### config.mk
export PLATFORM = sky130hd
export DESIGN_NAME = rcla_top
export DESIGN_NICKNAME = d
export VERILOG_FILES = /design/src/hw/rcla_pkg.sv /design/src/hw/rcla_top.sv
export SDC_FILE = /design/constraint.sdc
export NUM_CORES = 1
export LEC_CHECK = 0
export BUFFER_PORTS_ARGS = -buffer_cell sky130_fd_sc_hd__buf_2
export CAP_MARGIN = 20
export CORE_MARGIN = 3
export CORE_UTILIZATION = 30
export CTS_BUF_LIST = sky130_fd_sc_hd__clkbuf_2
export DETAILED_ROUTE_END_ITERATION = 16
export PLACE_DENSITY = 0.67
export SETUP_SLACK_MARGIN = 0.4
export SLEW_MARGIN = 20
export SYNTH_ARGS = -nofsm -noshare
export SYNTH_HDL_FRONTEND = slang
export SYNTH_SLANG_ARGS = --single-unit
export TNS_END_PERCENT = 20
### constraint.sdc
create_clock -name hclk -period 2.25 [get_ports hclk]
set_clock_uncertainty 0.15 [all_clocks]
set_input_delay 0.5625 -clock hclk [delete_from_list [all_inputs] [get_ports hclk]]
set_output_delay 0.5625 -clock hclk [all_outputs]
set_load 0.02 [all_outputs]
### src/hw/rcla_pkg.sv
// package: offsets, field positions and reset values of the configuration latch array
package rcla_pkg;
	// Summary of operation
	// RQ1: four latch bytes hold configuration applied each time the device leaves reset.
	// RQ2: byte 0 ports 0-3, byte 1 ports 4,5,6,12, byte 2 bits 5:4 port 15.
	// RQ3: drive mode 00 analog hi-z default, 01 digital hi-z, 10 pull-up, 11 pull-down.
	// RQ4: one drive mode applies to every pin of its port.
	// RQ5: byte 2 bit 7 makes the shared pin GPIO at 0, external reset at 1.
	// RQ6: byte 2 bit 6 disables debug access at 0, enables at 1; default 1.
	// RQ7: byte 3 bits 2:1 pick 5-wire JTAG, 4-wire JTAG default, SWD, or none.
	// RQ8: byte 3 bit 3 enables ECC at 1 default; 0 frees spare flash for data.
	// RQ9: byte 3 bits 7:4 select digital clock phase delay.
	// RQ10: byte 3 bit 0 speed bit is stored and exported unchanged.
	// RQ11: latches sampled in the first cycle after reset release, driven onto outputs in the second, stable until the next reset.
	// register indices; the byte address on the bus is four times the index
	localparam logic [31:0] OFF_PORT_MODE_LOW  = 32'h0000_0000;
	localparam logic [31:0] OFF_PORT_MODE_MID  = 32'h0000_0001;
	localparam logic [31:0] OFF_RESET_DEBUG    = 32'h0000_0002;
	localparam logic [31:0] OFF_CLOCK_ECC_DBG  = 32'h0000_0003;
	localparam logic [31:0] OFF_APPLIED_STATUS = 32'h0000_0004;
	localparam int          NUM_PORTS          = 9;
	localparam int          POS_P15_MODE       = 4;
	localparam int          POS_EXT_RESET_SEL  = 7;
	localparam int          POS_DEBUG_ALLOW    = 6;
	localparam int          POS_SPEED          = 0;
	localparam int          POS_DEBUG_PORT     = 1;
	localparam int          POS_ECC_USE        = 3;
	localparam int          POS_PHASE_DLY      = 4;
	localparam logic [7:0]  RST_PORT_MODE_LOW  = 8'h00;
	localparam logic [7:0]  RST_PORT_MODE_MID  = 8'h00;
	localparam logic [7:0]  RST_RESET_DEBUG    = 8'h40;
	localparam logic [7:0]  RST_CLOCK_ECC_DBG  = 8'h0a;
	localparam logic [1:0]  MODE_HIZ_ANALOG    = 2'h0;
	localparam logic [1:0]  MODE_HIZ_DIGITAL   = 2'h1;
	localparam logic [1:0]  MODE_PULL_UP       = 2'h2;
	localparam logic [1:0]  MODE_PULL_DOWN     = 2'h3;
	localparam logic [1:0]  DBG_JTAG5          = 2'h0;
	localparam logic [1:0]  DBG_JTAG4          = 2'h1;
	localparam logic [1:0]  DBG_SWD            = 2'h2;
	localparam logic [1:0]  DBG_NONE           = 2'h3;
endpackage

### src/hw/rcla_top.sv
// configuration latch array with AHB-Lite access and reset-time capture
`timescale 1ns/1ns
module rcla_top #(
	parameter int PINS_PER_PORT = 8
) (
	input  wire logic                                 hclk,         // 25 MHz
	input  wire logic                                 hresetn,      // async, low
	input  wire logic                                 hsel,         // slave select
	input  wire logic [31:0]                          haddr,        // byte address
	input  wire logic [1:0]                           htrans,       // transfer type
	input  wire logic                                 hwrite,       // write
	input  wire logic [2:0]                           hsize,        // size
	input  wire logic [31:0]                          hwdata,       // write data
	input  wire logic                                 hready,       // bus ready
	output logic      [31:0]                          hrdata,       // read data
	output logic                                      hreadyout,    // always ready
	output logic                                      hresp,        // always OKAY
	output logic [rcla_pkg::NUM_PORTS*PINS_PER_PORT*2-1:0] pin_drive_mode, // per pin
	output logic                                      ext_reset_pin_select, // 1: reset pin
	output logic                                      debug_access_allow,   // 1: debug on
	output logic      [1:0]                           debug_port_select,    // port choice
	output logic                                      flash_ecc_use,        // 1: ECC
	output logic      [3:0]                           digital_clock_phase_delay, // delay
	output logic                                      config_speed_bit      // passed through
);
	localparam int NP = rcla_pkg::NUM_PORTS;

	// power-on factory contents; hresetn never reloads them
	logic [7:0]  config_latch_array_r [4] = '{rcla_pkg::RST_PORT_MODE_LOW,
		rcla_pkg::RST_PORT_MODE_MID, rcla_pkg::RST_RESET_DEBUG, rcla_pkg::RST_CLOCK_ECC_DBG};
	logic [7:0]  applied_r [4];
	logic        dphase_r;
	logic        dwrite_r;
	logic [2:0]  dindex_r;
	logic        addr_ok;
	logic [2:0]  aindex;
	logic [1:0]  port_reset_drive_mode [NP];

	// address phase decode
	assign aindex  = haddr[4:2];
	assign addr_ok = (haddr[31:5] == 27'h000_0000) && (haddr[1:0] == 2'h0) && (aindex <= 3'h4);

	always_ff @(posedge hclk or negedge hresetn) begin
		if (!hresetn) begin
			dphase_r <= 1'b0;
			dwrite_r <= 1'b0;
			dindex_r <= 3'h0;
		end else begin
			dphase_r <= hsel && htrans[1] && hready;
			dwrite_r <= hsel && htrans[1] && hready && hwrite && addr_ok;
			dindex_r <= addr_ok ? aindex : 3'h7;
		end
	end

	// nonvolatile: contents survive hresetn so that writes take effect at the next reset
	always_ff @(posedge hclk) begin
		if (dwrite_r && dindex_r < 3'h4) begin
			config_latch_array_r[dindex_r[1:0]] <= hwdata[7:0]; // RQ1
		end
	end

	// applied copy: tracks latches only while in reset-release cycle
	logic boot_r;
	always_ff @(posedge hclk or negedge hresetn) begin
		if (!hresetn) begin
			boot_r <= 1'b1;
		end else begin
			boot_r <= 1'b0;
		end
	end

	always_ff @(posedge hclk or negedge hresetn) begin
		if (!hresetn) begin
			applied_r[0] <= rcla_pkg::RST_PORT_MODE_LOW;
			applied_r[1] <= rcla_pkg::RST_PORT_MODE_MID;
			applied_r[2] <= rcla_pkg::RST_RESET_DEBUG;
			applied_r[3] <= rcla_pkg::RST_CLOCK_ECC_DBG;
		end else if (boot_r) begin
			// later writes are not applied until the next reset
			applied_r <= config_latch_array_r; // RQ11
		end
	end

	// byte 2 bits 3:0 are unused
	assign port_reset_drive_mode[0] = applied_r[0][1:0]; // RQ2
	assign port_reset_drive_mode[1] = applied_r[0][3:2];
	assign port_reset_drive_mode[2] = applied_r[0][5:4];
	assign port_reset_drive_mode[3] = applied_r[0][7:6];
	assign port_reset_drive_mode[4] = applied_r[1][1:0];
	assign port_reset_drive_mode[5] = applied_r[1][3:2];
	assign port_reset_drive_mode[6] = applied_r[1][5:4];
	assign port_reset_drive_mode[7] = applied_r[1][7:6];
	assign port_reset_drive_mode[8] = applied_r[2][rcla_pkg::POS_P15_MODE +: 2];

	// per-pin drive registers, every pin of a port gets the same code
	genvar gp, gi;
	generate
		for (gp = 0; gp < NP; gp++) begin : g_port
			for (gi = 0; gi < PINS_PER_PORT; gi++) begin : g_pin
				always_ff @(posedge hclk or negedge hresetn) begin
					if (!hresetn) begin
						pin_drive_mode[(gp*PINS_PER_PORT+gi)*2 +: 2] <= rcla_pkg::MODE_HIZ_ANALOG; // RQ3
					end else begin
						pin_drive_mode[(gp*PINS_PER_PORT+gi)*2 +: 2] <= port_reset_drive_mode[gp]; // RQ4
					end
				end
			end
		end
	endgenerate

	always_ff @(posedge hclk or negedge hresetn) begin
		if (!hresetn) begin
			ext_reset_pin_select      <= rcla_pkg::RST_RESET_DEBUG[rcla_pkg::POS_EXT_RESET_SEL];
			debug_access_allow        <= rcla_pkg::RST_RESET_DEBUG[rcla_pkg::POS_DEBUG_ALLOW];
			debug_port_select         <= rcla_pkg::DBG_JTAG4;
			flash_ecc_use             <= rcla_pkg::RST_CLOCK_ECC_DBG[rcla_pkg::POS_ECC_USE];
			digital_clock_phase_delay <= rcla_pkg::RST_CLOCK_ECC_DBG[rcla_pkg::POS_PHASE_DLY +: 4];
			config_speed_bit          <= rcla_pkg::RST_CLOCK_ECC_DBG[rcla_pkg::POS_SPEED];
		end else begin
			ext_reset_pin_select      <= applied_r[2][rcla_pkg::POS_EXT_RESET_SEL];   // RQ5
			debug_access_allow        <= applied_r[2][rcla_pkg::POS_DEBUG_ALLOW];     // RQ6
			debug_port_select         <= applied_r[3][rcla_pkg::POS_DEBUG_PORT +: 2]; // RQ7
			flash_ecc_use             <= applied_r[3][rcla_pkg::POS_ECC_USE];         // RQ8
			digital_clock_phase_delay <= applied_r[3][rcla_pkg::POS_PHASE_DLY +: 4];  // RQ9
			config_speed_bit          <= applied_r[3][rcla_pkg::POS_SPEED];           // RQ10
		end
	end

	// read data registered in the data phase would cost a wait state; use zero-wait mux
	logic [31:0] rd_mux;
	always_comb begin
		rd_mux = 32'h0000_0000;
		case (aindex)
			rcla_pkg::OFF_PORT_MODE_LOW[2:0]: rd_mux = {24'h00_0000, config_latch_array_r[0]};
			rcla_pkg::OFF_PORT_MODE_MID[2:0]: rd_mux = {24'h00_0000, config_latch_array_r[1]};
			rcla_pkg::OFF_RESET_DEBUG[2:0]: rd_mux = {24'h00_0000, config_latch_array_r[2]};
			rcla_pkg::OFF_CLOCK_ECC_DBG[2:0]: rd_mux = {24'h00_0000, config_latch_array_r[3]};
			rcla_pkg::OFF_APPLIED_STATUS[2:0]: rd_mux = {applied_r[3], applied_r[2],
				applied_r[1], applied_r[0]};
			default: rd_mux = 32'h0000_0000;
		endcase
	end

	always_ff @(posedge hclk or negedge hresetn) begin
		if (!hresetn) begin
			hrdata    <= 32'h0000_0000;
			hreadyout <= 1'b1;
			hresp     <= 1'b0;
		end else begin
			hreadyout <= 1'b1;
			hresp     <= 1'b0;
			if (hsel && htrans[1] && hready && !hwrite && addr_ok) begin
				hrdata <= rd_mux;
			end else if (hsel && htrans[1] && hready) begin
				hrdata <= 32'h0000_0000;
			end
		end
	end

	// checks
	property p_debug_hold;
		@(posedge hclk)
		disable iff (!hresetn)
		!boot_r && !$past(boot_r) && !$past(boot_r, 2) |-> $stable(debug_access_allow);
	endproperty
	a_debug_hold: assert property (p_debug_hold) // RQ11
		else $error("debug allow changed after reset");

	property p_ecc_hold;
		@(posedge hclk)
		disable iff (!hresetn)
		!boot_r && !$past(boot_r) && !$past(boot_r, 2) |-> $stable(flash_ecc_use);
	endproperty
	a_ecc_hold: assert property (p_ecc_hold) // RQ8
		else $error("ecc use changed after reset");

	property p_pin_same;
		@(posedge hclk)
		disable iff (!hresetn)
		pin_drive_mode[1:0] == pin_drive_mode[PINS_PER_PORT*2-1 -: 2];
	endproperty
	a_pin_same: assert property (p_pin_same) // RQ4
		else $error("pins of port 0 differ");

	property p_port0;
		@(posedge hclk)
		disable iff (!hresetn)
		##1 !boot_r |-> pin_drive_mode[1:0] == $past(applied_r[0][1:0]);
	endproperty
	a_port0: assert property (p_port0) // RQ2
		else $error("port 0 mode wrong");

	property p_port15;
		@(posedge hclk)
		disable iff (!hresetn)
		pin_drive_mode[NP*PINS_PER_PORT*2-1 -: 2] == $past(applied_r[2][5:4]);
	endproperty
	a_port15: assert property (p_port15) // RQ2
		else $error("port 15 mode wrong");

	property p_ext;
		@(posedge hclk)
		disable iff (!hresetn)
		ext_reset_pin_select == $past(applied_r[2][7]);
	endproperty
	a_ext: assert property (p_ext) // RQ5
		else $error("ext reset select wrong");

	property p_dps;
		@(posedge hclk)
		disable iff (!hresetn)
		debug_port_select == $past(applied_r[3][2:1]);
	endproperty
	a_dps: assert property (p_dps) // RQ7
		else $error("debug port select wrong");

	property p_dly;
		@(posedge hclk)
		disable iff (!hresetn)
		digital_clock_phase_delay == $past(applied_r[3][7:4]);
	endproperty
	a_dly: assert property (p_dly) // RQ9
		else $error("phase delay wrong");

	property p_spd;
		@(posedge hclk)
		disable iff (!hresetn)
		config_speed_bit == $past(applied_r[3][0]);
	endproperty
	a_spd: assert property (p_spd) // RQ10
		else $error("speed bit wrong");

	property p_ready;
		@(posedge hclk)
		disable iff (!hresetn)
		hreadyout && !hresp;
	endproperty
	a_ready: assert property (p_ready) // RQ1
		else $error("slave not ready or error");

	property p_unmapped_zero;
		@(posedge hclk)
		disable iff (!hresetn)
		dphase_r && dindex_r == 3'h7 |-> hrdata == 32'h0000_0000;
	endproperty
	a_unmapped_zero: assert property (p_unmapped_zero) // RQ1
		else $error("unmapped access returned nonzero data");

	property p_latch_write;
		@(posedge hclk)
		disable iff (!hresetn)
		dwrite_r && dindex_r < 3'h4 |=>
			config_latch_array_r[$past(dindex_r[1:0])] == $past(hwdata[7:0]);
	endproperty
	a_latch_write: assert property (p_latch_write) // RQ1
		else $error("latch write did not land");

	property p_latch_keep;
		@(posedge hclk)
		disable iff (!hresetn)
		!dwrite_r |=> $stable({config_latch_array_r[3], config_latch_array_r[2],
			config_latch_array_r[1], config_latch_array_r[0]});
	endproperty
	a_latch_keep: assert property (p_latch_keep) // RQ1
		else $error("latch changed without a write");

	property p_applied_hold;
		@(posedge hclk)
		disable iff (!hresetn)
		!boot_r |=> $stable({applied_r[3], applied_r[2], applied_r[1], applied_r[0]});
	endproperty
	a_applied_hold: assert property (p_applied_hold) // RQ11
		else $error("applied copy changed after reset");

	property p_cfg_hold;
		@(posedge hclk)
		disable iff (!hresetn)
		!boot_r && !$past(boot_r) && !$past(boot_r, 2) |-> $stable({ext_reset_pin_select,
			debug_port_select, digital_clock_phase_delay, config_speed_bit, pin_drive_mode});
	endproperty
	a_cfg_hold: assert property (p_cfg_hold) // RQ11
		else $error("configuration outputs changed after reset");

	property p_port12;
		@(posedge hclk)
		disable iff (!hresetn)
		pin_drive_mode[8*PINS_PER_PORT*2-1 -: 2] == $past(applied_r[1][7:6]);
	endproperty
	a_port12: assert property (p_port12) // RQ2
		else $error("port 12 mode wrong");

	property p_status_read;
		@(posedge hclk)
		disable iff (!hresetn)
		hsel && htrans[1] && hready && !hwrite && haddr == {rcla_pkg::OFF_APPLIED_STATUS[29:0], 2'h0}
			|=> hrdata == $past({applied_r[3], applied_r[2], applied_r[1], applied_r[0]});
	endproperty
	a_status_read: assert property (p_status_read) // RQ11
		else $error("applied status read wrong");

	// main scenarios: writes, rare debug codes, pull-down reset mode
	c_write: cover property (@(posedge hclk) disable iff (!hresetn) dwrite_r);
	c_swd: cover property (@(posedge hclk) disable iff (!hresetn)
		debug_port_select == rcla_pkg::DBG_SWD);
	c_nodbg: cover property (@(posedge hclk) disable iff (!hresetn) !debug_access_allow);
	c_pull_down: cover property (@(posedge hclk) disable iff (!hresetn)
		pin_drive_mode[NP*PINS_PER_PORT*2-1 -: 2] == rcla_pkg::MODE_PULL_DOWN);
endmodule

* Yosys cells after proc, flatten, opt, wreduce, memory -nomap -nowiden
Cells that the tools add are included.
** Operators by class
- Reductions and logical operators :: 15
- Equal/unequal tests :: 4
- Magnitude comparators :: 4
- Bitwise logic cells :: 1
- Mux-type cells :: 7
** Operators by type and width (number)
- 32-bit one-hot mux with 5 select lines :: 1
- 32-bit two-way mux :: 2
- 32-bit bitwise mux :: 1
- 27-bit logical NOT :: 1
- 8-bit demux with 2-bit select :: 1
- 1-bit logical AND :: 10
- 8-bit two-way mux :: 1
- 3-bit by 2-bit equality test with 1-bit output, second input constant :: 2
- 3-bit by 1-bit equality test with 1-bit output, second input constant :: 1
- 3-bit equality test, second input constant :: 1
- 3-bit >= comparator, second input constant :: 1
- 3-bit <= comparator, second input constant :: 1
- 3-bit logical NOT :: 1
- 3-bit by 1-bit less-than comparator with 1-bit output, second input constant :: 1
- 3-bit less-than comparator, second input constant :: 1
- 3-bit two-way mux :: 1
- 2-bit inverter with 3-bit output :: 1
- 2-bit logical NOT :: 1
- 2-bit nonzero test :: 1
- 1-bit logical NOT :: 1
** Storage, ports and cells
- Register bits :: 129
- Input port bits :: 74
- Output and inout port bits :: 188
- Logic and storage cells :: 58

* Logic depth before layout (Yosys ltp)
- Word-level depth :: 6
- Depth in mapped cells :: 7
- Gate-level depth less buffers :: 4

* Worst setup path before layout
OpenSTA, ideal clock, no wires.
- Kind :: input to register
- From :: input port haddr[16]
- To :: register hrdata[10]
- Arrival :: 1.771 ns
- Stages on the path :: 6
- Path buffers :: 2
- Setup slack :: 0.265 ns
- Data required time :: 2.036 ns
- Cells stage by stage :: or4_4 nor3_4 and4_1 buf_6 buf_8 a22o_2
** On the way
- Longest elaborated chain between the ends :: 5
- Elaborated cells on any way between the ends :: 6
** RTL lines
- start, declared :: RTL line rcla_top.sv:9 : input wire logic [31:0] haddr,
- 27-bit logical NOT * :: RTL line rcla_top.sv:41 : assign addr_ok = (haddr[31:5] == 27'h000_0000) && (haddr[1:0] == 2'h0) && (aindex <= 3'h4);
- 1-bit logical AND * (2 in a row) :: RTL line rcla_top.sv:41
- 1-bit logical AND * :: RTL line rcla_top.sv:152 : if (hsel && htrans[1] && hready && !hwrite && addr_ok) begin
- 32-bit two-way mux / 2-bit nonzero test (equally long branches)
- end signal, assigned :: RTL line rcla_top.sv:153 : hrdata <= rd_mux;
- end, declared :: RTL line rcla_top.sv:15 : output logic [31:0] hrdata,
Every way passes the cells marked *; elsewhere a longest branch is shown, timed or not.
A chain may end at the register's enable or synchronous reset.

==> results by group <==
Synthesis
  • Area share of the largest cell type after synthesis: 40.3%
  • Leading area contributor after synthesis: dfrtp_1
  • Count of flip-flops with a built-in enable after synthesis: 32
  • Number of standard cells after synthesis: around 410
  • Share of the yosys chip area belonging to registers: between 60 and 70%
  • Largest cells by area after synthesis: dfrtp_1 40%, buf_4 17%, edfxtp_1 17%
  • Top FF cell, synth: dfrtp_1
  • Synth warn: 0
  • Avg Cell Area, Syn: around 14 um^2
  • Async set-or-reset flop fraction in the synthesized netlist: between 70 and 80%
  • Cell Area, Synth: around 0.0056 mm^2
  • Most common cell in the netlist: buf_4
  • Number of unique standard cell types used by synthesis: 34
  • Synth top cells by count: 128 x buf_4, 90 x dfrtp_1, 32 x edfxtp_1, 32 x mux2_2, 17 x a22o_2
  • Flip-flop and latch count after synthesis: between 100 and 150

Timing
  • F_max: 0.480 GHz
  • Actual transition at the worst max-transition pin: roughly 0.52 ns
  • Fraction of the cycle the final worst path needs: between 90% and 100%
  • Number of setup violations in the final report: 0
  • Setup repair after global routing missed its margin: yes
  • Slew headroom: 65.2%
  • Time the worst path needs with I/O delays and setup: approximately 2.1 ns
  • Total negative setup slack: 0 ns
  • Final Max Tran Viols: 0
  • Hold Vio Cnt, Final: 0

Setup path
  • Worst r2r path cells: 2
  • Number of gates on the worst path with buffers counted: 1
  • Largest stage delay on the critical path: between 0.5 and 0.6 ns
  • Slowest cell on the critical path: dfrtp_2
  • Sequence of cells on the critical path: buf_2
  • CP Launch Type: register
  • Cell type group with the largest total delay on the critical path: flip-flops
  • R2r setup slk: a little over 0.6 ns
  • Maximum fanout along the worst path: 8
  • Data arrival at the endpoint of the critical path: around 1.4 ns
  • RR Startpoint: dindex_r[2]$_DFF_PN0_
  • Critical path buffer and inverter count: 1
  • Critical path capture point: pin_drive_mode[8]
  • Crit. Startpoint: pin_drive_mode[14]$_DFF_PN0_
  • Worst flop-to-flop path endpoint: config_latch_array_r[3]$_DFFE_PP_
  • CP Class: register to output port
  • CP Capture Type: output port
  • Required time worst endpoint: 1.54 ns

Die
  • Die Outline Area: slightly above 0.02 mm^2
  • Floorplan die width: 142 um
  • Core Footprint: around 0.018 mm^2
  • I/O pin total: 262
  • Cell row count: between 40 and 50
  • Initial Util: a little under a third
  • Die height: 142 um

Drt
  • Count of vias placed by the detailed router: approximately 3400
  • Routed vias/inst: ~4.3
  • Remaining routing DRC violations: 0
  • Post-route ant nets: 0
  • Routed WL per cell: 16.1 um
  • Pre-Repair DR Iteration Count: 7
  • Iter 0 DRT Violations: 136
  • Total wirelength of the detailed-routed design: 12.7 mm

Clocking
  • Post CTS Setup Buffer Count: 0
  • Number of sinks on the clock net: ~130
  • Clock root buffer: clkbuf_2
  • Clock tree from TritonCTS: done
  • Deepest level of the CTS H-tree: 4
  • TritonCTS buffer count: 17
  • Number of buffers on the longest clock path: 2
  • Skew-Pair Late Insertion Delay: roughly 0.67 ns
  • Clock-pin slew reported for the worst setup and hold paths after clock tree synthesis: ~0.20 ns

Global route
  • Number of antenna violations at the first check in global routing: 1
  • Vias in the first global route: ~3400
  • Pin count of the biggest net entering global routing: between 60 and 70
  • Wire length of the first global-routing pass: 18.8 mm
  • GRT Resource Usage Total: between 10% and 20%
  • Overflow after GRT: 0

Place
  • Number of port buffers: around 230
  • Post-DP HPWL: a little over 9 mm
  • Global placer's final weighted congestion: between 0.7 and 0.8
  • Dpl cell area: slightly above 0.006 mm^2

Final layout
  • Number of diodes added for antenna fixing: 0
  • Area occupied by registers: 0.00341 mm^2
  • Net count, final: slightly above 600
  • Post-layout instance area: roughly 0.0067 mm^2
  • Fraction of layout instances using a drive strength above 1: a little over three fifths
  • Area of combinational cells with multiple inputs: ~0.0011 mm^2
  • Total of fill cells in the finished design: 1744
  • Synth-to-Final Area Change: 19.5%

Power and ir drop
  • PD cells: approximately 670 mW/mm^2
  • Peak ir drop on the vdd network: about 0.27 mV
  • Leakage power of the design: between 3 and 4 nW

Job
  • Reported max-cap violation count: 0

Outcome
  • Result of the run: complete, no violations

Hold path
  • Worst hold-check path type: primary input to register
==> metrics by stage <==
step                std cells  setup slack (ns)  hold slack [ns]  util (%)  total power, mW
CTS                       787            0.0821           0.0391      36.1             4.53
global route              787            0.0358           0.0564      36.8             4.70
finish                    787             0.168            0.121      36.8             4.48
floorplan                 410             0.265            0.117         -             2.99
global placement          741            0.0409            0.228      33.7             3.09
detailed placement        741            0.0140            0.229      33.7             3.10
==> power breakdown <==
part,internal [mW],switching [mW]
Sequential,2.46,0.0662
Clock,0.518,0.860
Combinational,0.228,0.344
==> state kept, by name, summed over array words and instances, names as in the netlist, 2 cells and up <==
| name | flops |
|---|---|
| config_latch_array_r | 32 |
| debug_port_select | 2 |
| hrdata | 32 |
| dindex_r | 3 |
| applied_r | 32 |
| pin_drive_mode | 18 |
| digital_clock_phase_delay | 4 |
==> worst min-delay path by stage <==
stage,startpoint,to,cells past startpoint
final,haddr[14],dindex_r[2]$_DFF_PN0_,4
after global routing,haddr[14],dindex_r[2]$_DFF_PN0_,4
after CTS,haddr[14],dindex_r[2]$_DFF_PN0_,4
after detailed placement,applied_r[1]$_DFFE_PN1P_,debug_port_select[0]$_DFF_PN1_,0
after global placement,applied_r[26]$_DFFE_PN0P_,pin_drive_mode[30]$_DFF_PN0_,0
after floorplan,hresetn,applied_r[0]$_DFFE_PN0P_,0
==> cell usage in the layout (no fill, tap or decap), drive strengths merged, types with 9 or more instances in the layout <==
cell type,Yosys,layout
nand2,10,10
dlygate4sd3,0,14
mux2,32,32
mux2i,16,16
o21ai,9,9
clkbuf,5,19
dfrtp,90,90
edfxtp,32,32
a22o,24,24
buf,137,244
==> logic make-up after synthesis <==
family,synth area share [%]
AND/OR/NAND/NOR,4.30
AO/OA/AOI/OAI,6.56
buffers and inverters,18.9
multiplexers,9.31
flip-flops,60.8
other,0.134
==> routing by layer <==
layer	GRT usage [%]	wire [um]	share of wire, %
met1	14.4	5280	42
met2	21.2	6440	51
met3	4.00	783	6.2
met4	4.45	163	1.3
met5	0	7	0.055
==> area by class of cell <==
type                       count  area share, %
multi-input combinational    138           17.1
clock inverter                13           2.06
inverter                       1         0.0562
timing repair buffer         258           24.0
clock buffer                  19           1.42
tap                          229           4.29
sequential                   129           51.1
==> repair_timing <==
action | in CTS | in global routing
hold buffers | 14 | 0
cloned | 0 | 0
hold endpoints to repair | 133 | 0
endpoints found under the setup margin | 186 | 186
gates resized for setup | 27 | 41
pin swaps | 0 | 0
No activity file was read; power rests on OpenSTA's default activity.
